<file path="config.mk">
export PLATFORM = sky130hd
export DESIGN_NAME = bia_top
export DESIGN_NICKNAME = d
export VERILOG_FILES = /design/src/bia_pend.v /design/src/bia_top.v /design/src/bia_wb_port.v
export VERILOG_INCLUDE_DIRS = /design/src /design/src/src
export SDC_FILE = /design/constraint.sdc
export NUM_CORES = 1
export LEC_CHECK = 0
export ABC_AREA = 1
export BUFFER_PORTS_ARGS = -buffer_cell sky130_fd_sc_hd__buf_2
export CORE_MARGIN = 3
export CORE_UTILIZATION = 42
export CTS_BUF_LIST = sky130_fd_sc_hd__clkbuf_8
export DETAILED_ROUTE_END_ITERATION = 10
export PLACE_DENSITY = 0.83
export SLEW_MARGIN = 30
export SYNTH_ARGS = -nofsm -noshare
export SYNTH_HDL_FRONTEND = slang
export SYNTH_SLANG_ARGS = --single-unit
</file>
<file path="constraint.sdc">
create_clock -name clk_i -period 1.93 [get_ports clk_i]
set_input_delay 0.0965 -clock clk_i [delete_from_list [all_inputs] [get_ports clk_i]]
set_output_delay 0.0965 -clock clk_i [all_outputs]
set_load 0.01 [all_outputs]
</file>
<file path="src/bia_regs.vh">
// Register map, field positions and widths of the block interrupt aggregator.
// Assumes word-addressed registers on a 32-bit Wishbone bus (byte address = 4 x index).
`ifndef BIA_REGS_VH
`define BIA_REGS_VH

// Bus geometry
`define BIA_ADR_W 16
`define BIA_DAT_W 32
`define BIA_IDX_W 14
`define BIA_REG_W 8
`define BIA_ADR_LSB 2

// Register indices (byte address is four times the index)
`define BIA_IDX_STATUS 14'h0B00
`define BIA_IDX_ENABLE 14'h0B01
`define BIA_IDX_FRAMER_SRC 14'h0B04
`define BIA_IDX_SLIP_SRC 14'h0B08
`define BIA_IDX_LOOP_SRC 14'h0B0A
`define BIA_IDX_ALARM_SRC0 14'h0B02
`define BIA_IDX_ALARM_SRC1 14'h0B0E
`define BIA_IDX_ALARM_SRC2 14'h0B40
`define BIA_IDX_DL_SRC0 14'h0B06
`define BIA_IDX_DL_SRC1 14'h0B16
`define BIA_IDX_DL_SRC2 14'h0B26
`define BIA_IDX_DL_SRC3 14'h0B10
`define BIA_IDX_DL_SRC4 14'h0B18
`define BIA_IDX_DL_SRC5 14'h0B28

// Field positions shared by status and enable registers
`define BIA_BIT_FRAMER 0
`define BIA_BIT_ALARM 1
`define BIA_BIT_SLIP 2
`define BIA_BIT_DL 3
`define BIA_BIT_TICK 4
`define BIA_BIT_CLKLOSS 5
`define BIA_BIT_LOOP 6
`define BIA_FIELD_W 7

// Reset values
`define BIA_ENABLE_RST 7'h00
`define BIA_STATUS_RST 7'h00

// Source register counts per block
`define BIA_ALARM_SRCS 3
`define BIA_DL_SRCS 6

`endif

</file>
<file path="src/bia_pend.v">
// Sticky pending flags, one per source register of a block.
// Assumes set pulses and clear strobes come from logic on clk_i.
module bia_pend #(
  parameter N = 1
) (
  input wire clk_i,
  input wire rst_i,
  input wire [N-1:0] set_i,
  input wire [N-1:0] clr_i,
  output reg [N-1:0] pend_o
);

  // A set arriving with its own clear is kept
  always @(posedge clk_i) begin
    if (rst_i) begin
      pend_o <= {N{1'b0}};
    end else begin
      pend_o <= (pend_o & ~clr_i) | set_i;
    end
  end

endmodule

</file>
<file path="src/bia_top.v">
// Block interrupt aggregator: block status, block enable and the interrupt pin.
// Assumes all request pulses and source register values come from logic on clk_i;
// source blocks apply their own source-level enables before pulsing a request.
`include "bia_regs.vh"

// Notes on behaviour
// - Read-only block status register at index 0x0B00, all fields reset to zero.
// - Status bit 2 shows an unserviced slip buffer request.
// - Reading the slip buffer source register 0x0B08 clears status bit 2.
// - Status bit 1 shows an unserviced alarm and error request.
// - Reading the alarm source register that raised it clears status bit 1.
// - Status bit 0 shows an unserviced framer request.
// - Reading the framer source register 0x0B04 clears status bit 0.
// - Enable bit 6 gates loop code interrupts at block level, reset 0.
// - Enable bit 5 is the source enable of recovered clock loss.
// - Enable bit 4 is the source enable of the one-second tick.
// - Enable bit 3 gates data-link interrupts at block level, reset 0.
// - Pin needs both block enable and source enable of a request.
// - Enable bits 2,1,0 gate slip, alarm and framer interrupts at block level.
// - Status bits 6..3 show loop code, clock loss, tick and data-link requests.
// - Data-link and loop code bits clear on read of the raising source register.
module bia_top (
  input wire clk_i,
  input wire rst_i,
  // Wishbone slave
  input wire wb_cyc_i,
  input wire wb_stb_i,
  input wire wb_we_i,
  input wire [`BIA_ADR_W-1:0] wb_adr_i,
  input wire [3:0] wb_sel_i,
  input wire [`BIA_DAT_W-1:0] wb_dat_i,
  output wire wb_ack_o,
  output reg [`BIA_DAT_W-1:0] wb_dat_o,
  // Request pulses from the functional blocks
  input wire framer_req_i,
  input wire [`BIA_ALARM_SRCS-1:0] alarm_req_i,
  input wire slip_req_i,
  input wire [`BIA_DL_SRCS-1:0] data_link_req_i,
  input wire second_tick_i,
  input wire recovered_clock_loss_i,
  input wire loop_code_req_i,
  // Current values of the source-level status registers
  input wire [`BIA_REG_W-1:0] framer_src_dat_i,
  input wire [`BIA_ALARM_SRCS*`BIA_REG_W-1:0] alarm_src_dat_i,
  input wire [`BIA_REG_W-1:0] slip_src_dat_i,
  input wire [`BIA_DL_SRCS*`BIA_REG_W-1:0] data_link_src_dat_i,
  input wire [`BIA_REG_W-1:0] loop_code_src_dat_i,
  // Read strobes back to the source blocks
  output reg framer_src_rd_o,
  output reg [`BIA_ALARM_SRCS-1:0] alarm_src_rd_o,
  output reg slip_src_rd_o,
  output reg [`BIA_DL_SRCS-1:0] data_link_src_rd_o,
  output reg loop_code_src_rd_o,
  // Interrupt pin, active high
  output reg irq_o
);

  wire take;
  wire [`BIA_IDX_W-1:0] idx;
  wire take_rd;
  wire take_wr;

  reg [`BIA_FIELD_W-1:0] block_irq_enable;
  wire [`BIA_FIELD_W-1:0] block_irq_status;

  wire hit_status;
  wire hit_enable;
  wire hit_framer;
  wire hit_slip;
  wire hit_loop;
  wire [`BIA_ALARM_SRCS-1:0] hit_alarm;
  wire [`BIA_DL_SRCS-1:0] hit_dl;

  wire framer_block_pending;
  wire [`BIA_ALARM_SRCS-1:0] alarm_pend;
  wire slip_pend;
  wire [`BIA_DL_SRCS-1:0] dl_pend;
  wire loop_code_pending;
  wire second_tick_pending;
  wire recovered_clock_loss_pending;

  wire loop_code_block_en;
  wire recovered_clock_loss_en;
  wire second_tick_en;
  wire data_link_block_en;
  wire elastic_store_block_en;
  wire defect_block_en;
  wire framer_block_en;

  reg [`BIA_DAT_W-1:0] next_rdata;
  reg next_irq;

  bia_wb_port u_wb (
    .clk_i(clk_i),
    .rst_i(rst_i),
    .wb_cyc_i(wb_cyc_i),
    .wb_stb_i(wb_stb_i),
    .wb_adr_i(wb_adr_i),
    .wb_ack_o(wb_ack_o),
    .take_o(take),
    .idx_o(idx)
  );

  assign take_rd = take & ~wb_we_i;
  assign take_wr = take & wb_we_i;

  // Address decode
  assign hit_status = (idx == `BIA_IDX_STATUS);
  assign hit_enable = (idx == `BIA_IDX_ENABLE);
  assign hit_framer = (idx == `BIA_IDX_FRAMER_SRC);
  assign hit_slip = (idx == `BIA_IDX_SLIP_SRC);
  assign hit_loop = (idx == `BIA_IDX_LOOP_SRC);
  assign hit_alarm[0] = (idx == `BIA_IDX_ALARM_SRC0);
  assign hit_alarm[1] = (idx == `BIA_IDX_ALARM_SRC1);
  assign hit_alarm[2] = (idx == `BIA_IDX_ALARM_SRC2);
  assign hit_dl[0] = (idx == `BIA_IDX_DL_SRC0);
  assign hit_dl[1] = (idx == `BIA_IDX_DL_SRC1);
  assign hit_dl[2] = (idx == `BIA_IDX_DL_SRC2);
  assign hit_dl[3] = (idx == `BIA_IDX_DL_SRC3);
  assign hit_dl[4] = (idx == `BIA_IDX_DL_SRC4);
  assign hit_dl[5] = (idx == `BIA_IDX_DL_SRC5);

  // Enable register fields
  assign loop_code_block_en = block_irq_enable[`BIA_BIT_LOOP];
  assign recovered_clock_loss_en = block_irq_enable[`BIA_BIT_CLKLOSS];
  assign second_tick_en = block_irq_enable[`BIA_BIT_TICK];
  assign data_link_block_en = block_irq_enable[`BIA_BIT_DL];
  assign elastic_store_block_en = block_irq_enable[`BIA_BIT_SLIP];
  assign defect_block_en = block_irq_enable[`BIA_BIT_ALARM];
  assign framer_block_en = block_irq_enable[`BIA_BIT_FRAMER];

  // Enable register: only byte lane 0 carries fields, bit 7 is not stored
  always @(posedge clk_i) begin
    if (rst_i) begin
      block_irq_enable <= `BIA_ENABLE_RST;
    end else if (take_wr && hit_enable && wb_sel_i[0]) begin
      block_irq_enable <= wb_dat_i[`BIA_FIELD_W-1:0];
    end
  end

  // Per-block pending flags, cleared by a read of the raising source register
  bia_pend #(
    .N(1)
  ) u_framer (
    .clk_i(clk_i),
    .rst_i(rst_i),
    .set_i(framer_req_i),
    .clr_i(take_rd & hit_framer),
    .pend_o(framer_block_pending)
  );

  bia_pend #(
    .N(`BIA_ALARM_SRCS)
  ) u_alarm (
    .clk_i(clk_i),
    .rst_i(rst_i),
    .set_i(alarm_req_i),
    .clr_i({`BIA_ALARM_SRCS{take_rd}} & hit_alarm),
    .pend_o(alarm_pend)
  );

  bia_pend #(
    .N(1)
  ) u_slip (
    .clk_i(clk_i),
    .rst_i(rst_i),
    .set_i(slip_req_i),
    .clr_i(take_rd & hit_slip),
    .pend_o(slip_pend)
  );

  bia_pend #(
    .N(`BIA_DL_SRCS)
  ) u_dl (
    .clk_i(clk_i),
    .rst_i(rst_i),
    .set_i(data_link_req_i),
    .clr_i({`BIA_DL_SRCS{take_rd}} & hit_dl),
    .pend_o(dl_pend)
  );

  bia_pend #(
    .N(1)
  ) u_loop (
    .clk_i(clk_i),
    .rst_i(rst_i),
    .set_i(loop_code_req_i),
    .clr_i(take_rd & hit_loop),
    .pend_o(loop_code_pending)
  );

  // Tick and clock loss have no register of their own: a status read services them
  bia_pend #(
    .N(1)
  ) u_tick (
    .clk_i(clk_i),
    .rst_i(rst_i),
    .set_i(second_tick_i & second_tick_en),
    .clr_i(take_rd & hit_status),
    .pend_o(second_tick_pending)
  );

  bia_pend #(
    .N(1)
  ) u_clkloss (
    .clk_i(clk_i),
    .rst_i(rst_i),
    .set_i(recovered_clock_loss_i & recovered_clock_loss_en),
    .clr_i(take_rd & hit_status),
    .pend_o(recovered_clock_loss_pending)
  );

  // Block status composition
  assign block_irq_status[`BIA_BIT_FRAMER] = framer_block_pending;
  assign block_irq_status[`BIA_BIT_ALARM] = |alarm_pend;
  assign block_irq_status[`BIA_BIT_SLIP] = slip_pend;
  assign block_irq_status[`BIA_BIT_DL] = |dl_pend;
  assign block_irq_status[`BIA_BIT_TICK] = second_tick_pending;
  assign block_irq_status[`BIA_BIT_CLKLOSS] = recovered_clock_loss_pending;
  assign block_irq_status[`BIA_BIT_LOOP] = loop_code_pending;

  // Read data; unmapped addresses read zero
  always @* begin
    next_rdata = {`BIA_DAT_W{1'b0}};
    if (hit_status) begin
      next_rdata[`BIA_FIELD_W-1:0] = block_irq_status;
    end else if (hit_enable) begin
      next_rdata[`BIA_FIELD_W-1:0] = block_irq_enable;
    end else if (hit_framer) begin
      next_rdata[`BIA_REG_W-1:0] = framer_src_dat_i;
    end else if (hit_slip) begin
      next_rdata[`BIA_REG_W-1:0] = slip_src_dat_i;
    end else if (hit_loop) begin
      next_rdata[`BIA_REG_W-1:0] = loop_code_src_dat_i;
    end else if (hit_alarm[0]) begin
      next_rdata[`BIA_REG_W-1:0] = alarm_src_dat_i[`BIA_REG_W-1:0];
    end else if (hit_alarm[1]) begin
      next_rdata[`BIA_REG_W-1:0] = alarm_src_dat_i[2*`BIA_REG_W-1:`BIA_REG_W];
    end else if (hit_alarm[2]) begin
      next_rdata[`BIA_REG_W-1:0] = alarm_src_dat_i[3*`BIA_REG_W-1:2*`BIA_REG_W];
    end else if (hit_dl[0]) begin
      next_rdata[`BIA_REG_W-1:0] = data_link_src_dat_i[`BIA_REG_W-1:0];
    end else if (hit_dl[1]) begin
      next_rdata[`BIA_REG_W-1:0] = data_link_src_dat_i[2*`BIA_REG_W-1:`BIA_REG_W];
    end else if (hit_dl[2]) begin
      next_rdata[`BIA_REG_W-1:0] = data_link_src_dat_i[3*`BIA_REG_W-1:2*`BIA_REG_W];
    end else if (hit_dl[3]) begin
      next_rdata[`BIA_REG_W-1:0] = data_link_src_dat_i[4*`BIA_REG_W-1:3*`BIA_REG_W];
    end else if (hit_dl[4]) begin
      next_rdata[`BIA_REG_W-1:0] = data_link_src_dat_i[5*`BIA_REG_W-1:4*`BIA_REG_W];
    end else if (hit_dl[5]) begin
      next_rdata[`BIA_REG_W-1:0] = data_link_src_dat_i[6*`BIA_REG_W-1:5*`BIA_REG_W];
    end
  end

  // Read data is captured with the ack and held until the next read
  always @(posedge clk_i) begin
    if (rst_i) begin
      wb_dat_o <= {`BIA_DAT_W{1'b0}};
    end else if (take_rd) begin
      wb_dat_o <= next_rdata;
    end
  end

  // Read strobes to source blocks, high in the ack cycle of the read
  always @(posedge clk_i) begin
    if (rst_i) begin
      framer_src_rd_o <= 1'b0;
      alarm_src_rd_o <= {`BIA_ALARM_SRCS{1'b0}};
      slip_src_rd_o <= 1'b0;
      data_link_src_rd_o <= {`BIA_DL_SRCS{1'b0}};
      loop_code_src_rd_o <= 1'b0;
    end else begin
      framer_src_rd_o <= take_rd & hit_framer;
      alarm_src_rd_o <= {`BIA_ALARM_SRCS{take_rd}} & hit_alarm;
      slip_src_rd_o <= take_rd & hit_slip;
      data_link_src_rd_o <= {`BIA_DL_SRCS{take_rd}} & hit_dl;
      loop_code_src_rd_o <= take_rd & hit_loop;
    end
  end

  // Interrupt pin: any pending block whose enable is set
  always @* begin
    next_irq = 1'b0;
    if (framer_block_pending && framer_block_en) begin
      next_irq = 1'b1;
    end
    if ((|alarm_pend) && defect_block_en) begin
      next_irq = 1'b1;
    end
    if (slip_pend && elastic_store_block_en) begin
      next_irq = 1'b1;
    end
    if ((|dl_pend) && data_link_block_en) begin
      next_irq = 1'b1;
    end
    if (loop_code_pending && loop_code_block_en) begin
      next_irq = 1'b1;
    end
    if (second_tick_pending && second_tick_en) begin
      next_irq = 1'b1;
    end
    if (recovered_clock_loss_pending && recovered_clock_loss_en) begin
      next_irq = 1'b1;
    end
  end

  always @(posedge clk_i) begin
    if (rst_i) begin
      irq_o <= 1'b0;
    end else begin
      irq_o <= next_irq;
    end
  end

endmodule

</file>
<file path="src/bia_wb_port.v">
// Classic Wishbone slave handshake: one registered ack per request.
// Assumes a single master that holds the request until it samples ack.
`include "bia_regs.vh"

module bia_wb_port (
  input wire clk_i,
  input wire rst_i,
  input wire wb_cyc_i,
  input wire wb_stb_i,
  input wire [`BIA_ADR_W-1:0] wb_adr_i,
  output reg wb_ack_o,
  output wire take_o,
  output wire [`BIA_IDX_W-1:0] idx_o
);

  // Request is taken on the edge that raises ack
  assign take_o = wb_cyc_i & wb_stb_i & ~wb_ack_o;
  assign idx_o = wb_adr_i[`BIA_ADR_W-1:`BIA_ADR_LSB];

  always @(posedge clk_i) begin
    if (rst_i) begin
      wb_ack_o <= 1'b0;
    end else begin
      wb_ack_o <= take_o;
    end
  end

endmodule

</file>
# Word-level counts from Yosys, hierarchy flattened
# Index checks and enable logic that the tools add are counted.
[word_totals]
reg_bits = 43
elab_cells = 98
[op_classes]
eq_ne = 14
muxes = 23
n_bitwise = 34
reduce_logical = 11
[ops]
columns = ["op", "n"]
rows = [
  ["14-bit by 12-bit == test with 1-bit output, second input constant", 14],
  ["8-bit two-way mux", 12],
  ["1-bit AND", 15],
  ["7-bit two-way mux", 2],
  ["6-bit AND", 2],
  ["1-bit logical AND", 9],
  ["1-bit two-way mux", 9],
  ["3-bit AND", 2],
  ["1-bit NOT", 6],
  ["6-bit NOT", 1],
  ["6-bit bitwise OR", 1],
  ["6-bit OR reduction", 1],
  ["1-bit bitwise OR", 5],
  ["3-bit NOT", 1],
  ["3-bit bitwise OR", 1],
  ["3-bit OR reduction", 1],
]

# Logic depth before layout (Yosys ltp)
[depth]
ltp_word = 15
depth_mapped = 15
ltp_nobuf = 14

# By module
# Synthesis repeated with hierarchy kept, for this count alone.
[unflattened]
hier_cells = 512
area_unflattened_um2 = 3224.3
[modules_own_cells]
columns = ["mod", "n_inst", "cells_each", "area_each_um2", "seq_area_each_um2"]
rows = [
  ["bia_top", 1, 424, 2555.0, 560.5],
  ["bia_pend (u_dl)", 1, 30, 217.7, 120.1],
  ["bia_pend (u_clkloss ...)", 5, 5, 40.0, 20.0],
  ["bia_wb_port", 1, 18, 142.6, 20.0],
  ["bia_pend (u_alarm)", 1, 15, 108.9, 60.1],
]

# Worst setup path after synthesis
# OpenSTA, ideal clock, no wires.
[synth_path]
path_type = "reg-to-reg"
startpoint = "register u_wb.wb_ack_o"
endpoint = "register u_alarm.pend_o[0]"
arrival_ps = 1282
setup_slack_ps = 521
path_stages_with_launch = 8
path_cell_list = "dfxtp_1 -> nor2_1 -> inv_1 -> nor2_1 -> clkbuf_1 -> nand3_1 -> a21oi_1 -> nor2_1"
[synth_via]
elab_chain_cells = 7
[synth_lines]
columns = ["item", "line_no", "text"]
rows = [
  ["start, declared", "bia_wb_port.v:11", "output reg wb_ack_o,"],
  ["start signal, assigned", "bia_wb_port.v:24", "wb_ack_o <= take_o;"],
  ["1-bit NOT", "bia_wb_port.v:17", "assign take_o = wb_cyc_i & wb_stb_i & ~wb_ack_o;"],
  ["1-bit AND", "bia_wb_port.v:17", ""],
  ["1-bit AND", "bia_top.v:104", "assign take_rd = take & ~wb_we_i;"],
  ["3-bit AND", "bia_top.v:158", ".clr_i({`BIA_ALARM_SRCS{take_rd}} & hit_alarm),"],
  ["3-bit NOT", "bia_pend.v:18", "pend_o <= (pend_o & ~clr_i) | set_i;"],
  ["3-bit AND", "bia_pend.v:18", ""],
  ["3-bit bitwise OR", "bia_pend.v:18", ""],
  ["end signal, assigned", "bia_pend.v:16", "pend_o <= {N{1'b0}};"],
  ["end signal, assigned", "bia_pend.v:18", ""],
  ["end, declared", "bia_pend.v:10", "output reg [N-1:0] pend_o"],
]
# No other way between the ends.
# A chain may end at the register's enable or synchronous reset.

# Final worst setup path
[layout_path]
startpoint = "input wb_adr_i[9]"
endpoint = "register wb_dat_o[4]"
[layout_via]
elab_chain_cells = 15
word_cells_on_any_way = 28
classes_between = "eq/ne: 14; mux: 14"
[layout_lines]
columns = ["item", "line_no", "text"]
rows = [
  ["start, declared", "bia_top.v:29", "input wire [`BIA_ADR_W-1:0] wb_adr_i,"],
  ["14-bit by 12-bit == test with 1-bit output (no source line)", "-", ""],
  ["8-bit two-way mux", "bia_top.v:251", "end else if (hit_dl[5]) begin"],
  ["8-bit two-way mux", "bia_top.v:249", "end else if (hit_dl[4]) begin"],
  ["8-bit two-way mux", "bia_top.v:247", "end else if (hit_dl[3]) begin"],
  ["8-bit two-way mux", "bia_top.v:245", "end else if (hit_dl[2]) begin"],
  ["8-bit two-way mux", "bia_top.v:243", "end else if (hit_dl[1]) begin"],
  ["8-bit two-way mux", "bia_top.v:241", "end else if (hit_dl[0]) begin"],
  ["8-bit two-way mux", "bia_top.v:239", "end else if (hit_alarm[2]) begin"],
  ["8-bit two-way mux", "bia_top.v:237", "end else if (hit_alarm[1]) begin"],
  ["8-bit two-way mux", "bia_top.v:235", "end else if (hit_alarm[0]) begin"],
  ["8-bit two-way mux", "bia_top.v:233", "end else if (hit_loop) begin"],
  ["8-bit two-way mux", "bia_top.v:231", "end else if (hit_slip) begin"],
  ["8-bit two-way mux", "bia_top.v:229", "end else if (hit_framer) begin"],
  ["7-bit two-way mux", "bia_top.v:227", "end else if (hit_enable) begin"],
  ["7-bit two-way mux *", "bia_top.v:225", "if (hit_status) begin"],
  ["end signal, assigned", "bia_top.v:259", "wb_dat_o <= {`BIA_DAT_W{1'b0}};"],
  ["end signal, assigned", "bia_top.v:261", "wb_dat_o <= next_rdata;"],
  ["end, declared", "bia_top.v:33", "output reg [`BIA_DAT_W-1:0] wb_dat_o,"],
]
# Mark *: on every way between the ends. The rest lies on a longest branch, timed or not.

==> reports/qor.yml <==
die:
  fp-row-count: 29
  dieArea_mm2: 0.00783
  die_y_um: 88.5
  initial_core_util_pct: 44.2
  core_mm2: 0.00646
  die_w_um: 88.5
  io-pin-count: 213
global_routing:
  grt-ovfl-total: 0
  grt_usage_pct: 23.3
  grt_max_degree: 29
  antenna_found_initial: 0
  grt_pass1_wl_um: 14400
  grt_pass1_vias: 3268
pwr:
  p_per_area_mw_per_mm2: 465
  p_leak_uw: 0.00198
  vdd.ir_drop.worst_mv: 0.456
  finalPower_uw: 1770
cts:
  htreeDepth: 2
  cts.path.max_buffers: 2
  post_cts_buffers: 0
  clk_pin_slew_ns: 0.08
  cts_tree: "done"
  cts.sinks: 43
  numCtsBuffers: 5
  clockRootBuffer: "clkbuf_8"
  cts.repair.resized: 0
  cts_hold_buf: 0
  clk_latency_ns: 0.29
placement:
  routabilityCongestion: 0.882
  preCtsSetupSlack_ns: 0.0609
  numPortBuffers: 158
  hpwl_um: 8010
  postPlaceCellArea_mm2: 0.00372
worst_setup_path:
  cp_common_cell: "nor2_1"
  start_kind: "primary input"
  crit_path_max_fanout: 10
  regToRegSetupSlack_ns: 0.48
  crit_start: "wb_adr_i[9]"
  r2r_start: "u_wb.wb_ack_o$_SDFF_PP0_"
  worstPathArrival_ns: 1.81
  worst_r2r_endpoint: "u_slip.pend_o$_SDFF_PP0_"
  rr_worst_depth: 6
  required_ns: 2.15
  path_delay_family: "simple AND/OR/NAND/NOR gates"
  crit_slowest_cell: "nor2_1"
  crit_type: "primary input to flop"
  path_cells: "buf_2 > nor2_1 > buf_4 > nand2_2 > nor2_1 > nand3_1 > nand4_1 > nor2_1 > nand4_1 > nor2_1 > nand4_1 > nand2_1 > a21oi_1"
  end_kind: "flop"
  cp.buffers_inverters: 2
  max_stage_delay_ns: 0.45
final_layout:
  antenna_cells: 0
  layout-drive-gt1-share_pct: 31.9
  fillCellCount: 626
  final_area_mm2: 0.00380
  final_nets: 798
  area_growth_pct: 33.1
  utilization_pct: 58.9
drt:
  postRouteAntennaNets: 0
  wl_um: 9510
  wl_per_cell_um: 13.4
  num_vias: 3565
  detail_route.iter0.violations: 108
  firstDrtPassIters: 4
  viasPerCell: 5.04
  drc: 0
timing:
  timing.final.crit_share_pct: 82.4
  slew_violations: 0
  period_minus_slack_ns: 1.59
  fin_ws_ns: 0.340
  hold_viol_final: 0
  setup_viol: 0
  fin_setup_tns_ns: 0
  fin_worst_skew_ns: 0.00613
  rsz0062_at_grt: "false"
  max_slew_margin_pct: 54.0
  fmax_mhz: 629
  tightest_slew_ns: 0.689
min_path:
  min_path_cells: 3
  hold_path_end: "u_dl.pend_o[1]$_SDFF_PP0_"
  hold_path_class: "primary input to flop"
  hp-start: "data_link_req_i[1]"
yosys:
  synth_top_cell_area_share_pct: 30.1
  synth_area_leaders: "dfxtp_1 30%, nand2_1 13%, nor2_1 8.9%"
  ys_seq_area_share_pct: 30.1
  ys_ff_latch: 43
  syn_inst: 465
  synth_warnings: 0
  yosys.area.top_type: "dfxtp_1"
  syn_area_mm2: 0.00286
  post_synth_num_cell_types: 27
  syn_area_per_cell_um2: 6.15
job:
  maxCapViolCount: 0
status:
  status: "finished, final reports clean"
## flip-flops by register name (all words and copies together), names as in the netlist
register,flops
alarm_src_rd_o,3
u_dl.pend_o,6
block_irq_enable,7
u_alarm.pend_o,3
u_framer.pend_o,1
u_slip.pend_o,1
wb_dat_o,8
u_wb.wb_ack_o,1
slip_src_rd_o,1
loop_code_src_rd_o,1
u_clkloss.pend_o,1
data_link_src_rd_o,6
u_loop.pend_o,1
framer_src_rd_o,1
irq_o,1
u_tick.pend_o,1
## layer usage
metal	global-route usage, %	vias to the layer above	share of wire (%)
li1	-	1803	-
met1	26.4	1576	38
met2	43.0	166	49
met3	4.38	20	10
met4	8.93	0	2.3
met5	0	-	0
## final cells by class
cell class,instances,area (um2),share of cell area (%)
Multi-Input combinational cell,348,1620,42.7
Timing Repair Buffer,172,908,23.9
Sequential cell,43,861,22.6
Inverter,61,229,6.02
Tap cell,77,96.3,2.53
Clock buffer,6,82.6,2.17
Clock inverter,1,5.00,0.132
## layout by cell type, fill, tap and decap left out, types with 4 or more instances in the layout
master      n
buf_2     158
nand2_1    97
nor2_1     68
inv_1      54
nand3_1    46
dfxtp_1    43
nand4_1    30
a21oi_1    29
conb_1     24
o21ai_0    14
nor3_1     13
buf_4      13
inv_2       6
clkbuf_8    6
nor4_1      4
nor2_4      4
## synthesized netlist by cell type
cell type  instances
nand2_2            3
nand4_2            1
clkinv_1           1
o21ai_0           14
nor2_2             3
a21oi_1           29
inv_1             54
o21ai_1            3
nor3b_1            1
conb_1             1
nand3b_1           1
a221oi_1           1
nor2_4             4
clkbuf_1           9
nand2_1           97
buf_4             25
dfxtp_1           43
nand4_1           30
or3_1              1
nor3_1            13
buf_2              2
nand3_2            2
nor3_2             3
inv_2              6
nor4_1             4
nand3_1           46
nor2_1            68
## worst reg2reg max path, stage by stage (launching register included)
cell and delay (ns):
dfxtp_1 0.32, nor2_1 0.13, inv_1 0.07, nor2_1 0.12, inv_1 0.32, o21ai_0 0.29, a21oi_1 0.08
## logic make-up (layout without fill, tap and decap cells)
| family | after synthesis | count (layout) | share of synthesized area (%) |
|---|---|---|---|
| buffers and inverters | 97 | 240 | 16.1 |
| DFF | 43 | 43 | 30.1 |
| other | 1 | 24 | 0.131 |
| and+or+nand+nor | 277 | 277 | 45.3 |
| AOI/OAI and AO/OA | 47 | 47 | 8.36 |
## metrics by stage
step | std cells | hold WS (ns)
floorplan | 488 | 0.214
finish | 708 | 0.0199
detailed placement | 701 | 0.310
global route | 708 | 0.0244
CTS | 708 | 0.00510
global placement | 701 | 0.306
## power by group
part	leakage [uW]	internal, uW	total, uW	switching (uW)
combinational	0.00158	132	285	153
sequential	0.000350	905	916	11.0
clock	0.0000470	281	567	286
## worst max path at each step
stage	endpoint	depth (start not counted)
after floorplan	u_alarm.pend_o[0]$_SDFF_PP0_	7
after global placement	wb_dat_o[0]$_SDFFE_PP0P_	13
after detailed placement	wb_dat_o[2]$_SDFFE_PP0P_	13
after CTS	wb_dat_o[4]$_SDFFE_PP0P_	13
after global routing	wb_dat_o[4]$_SDFFE_PP0P_	15
final	wb_dat_o[4]$_SDFFE_PP0P_	13
No activity file was read; power rests on OpenSTA's default activity.
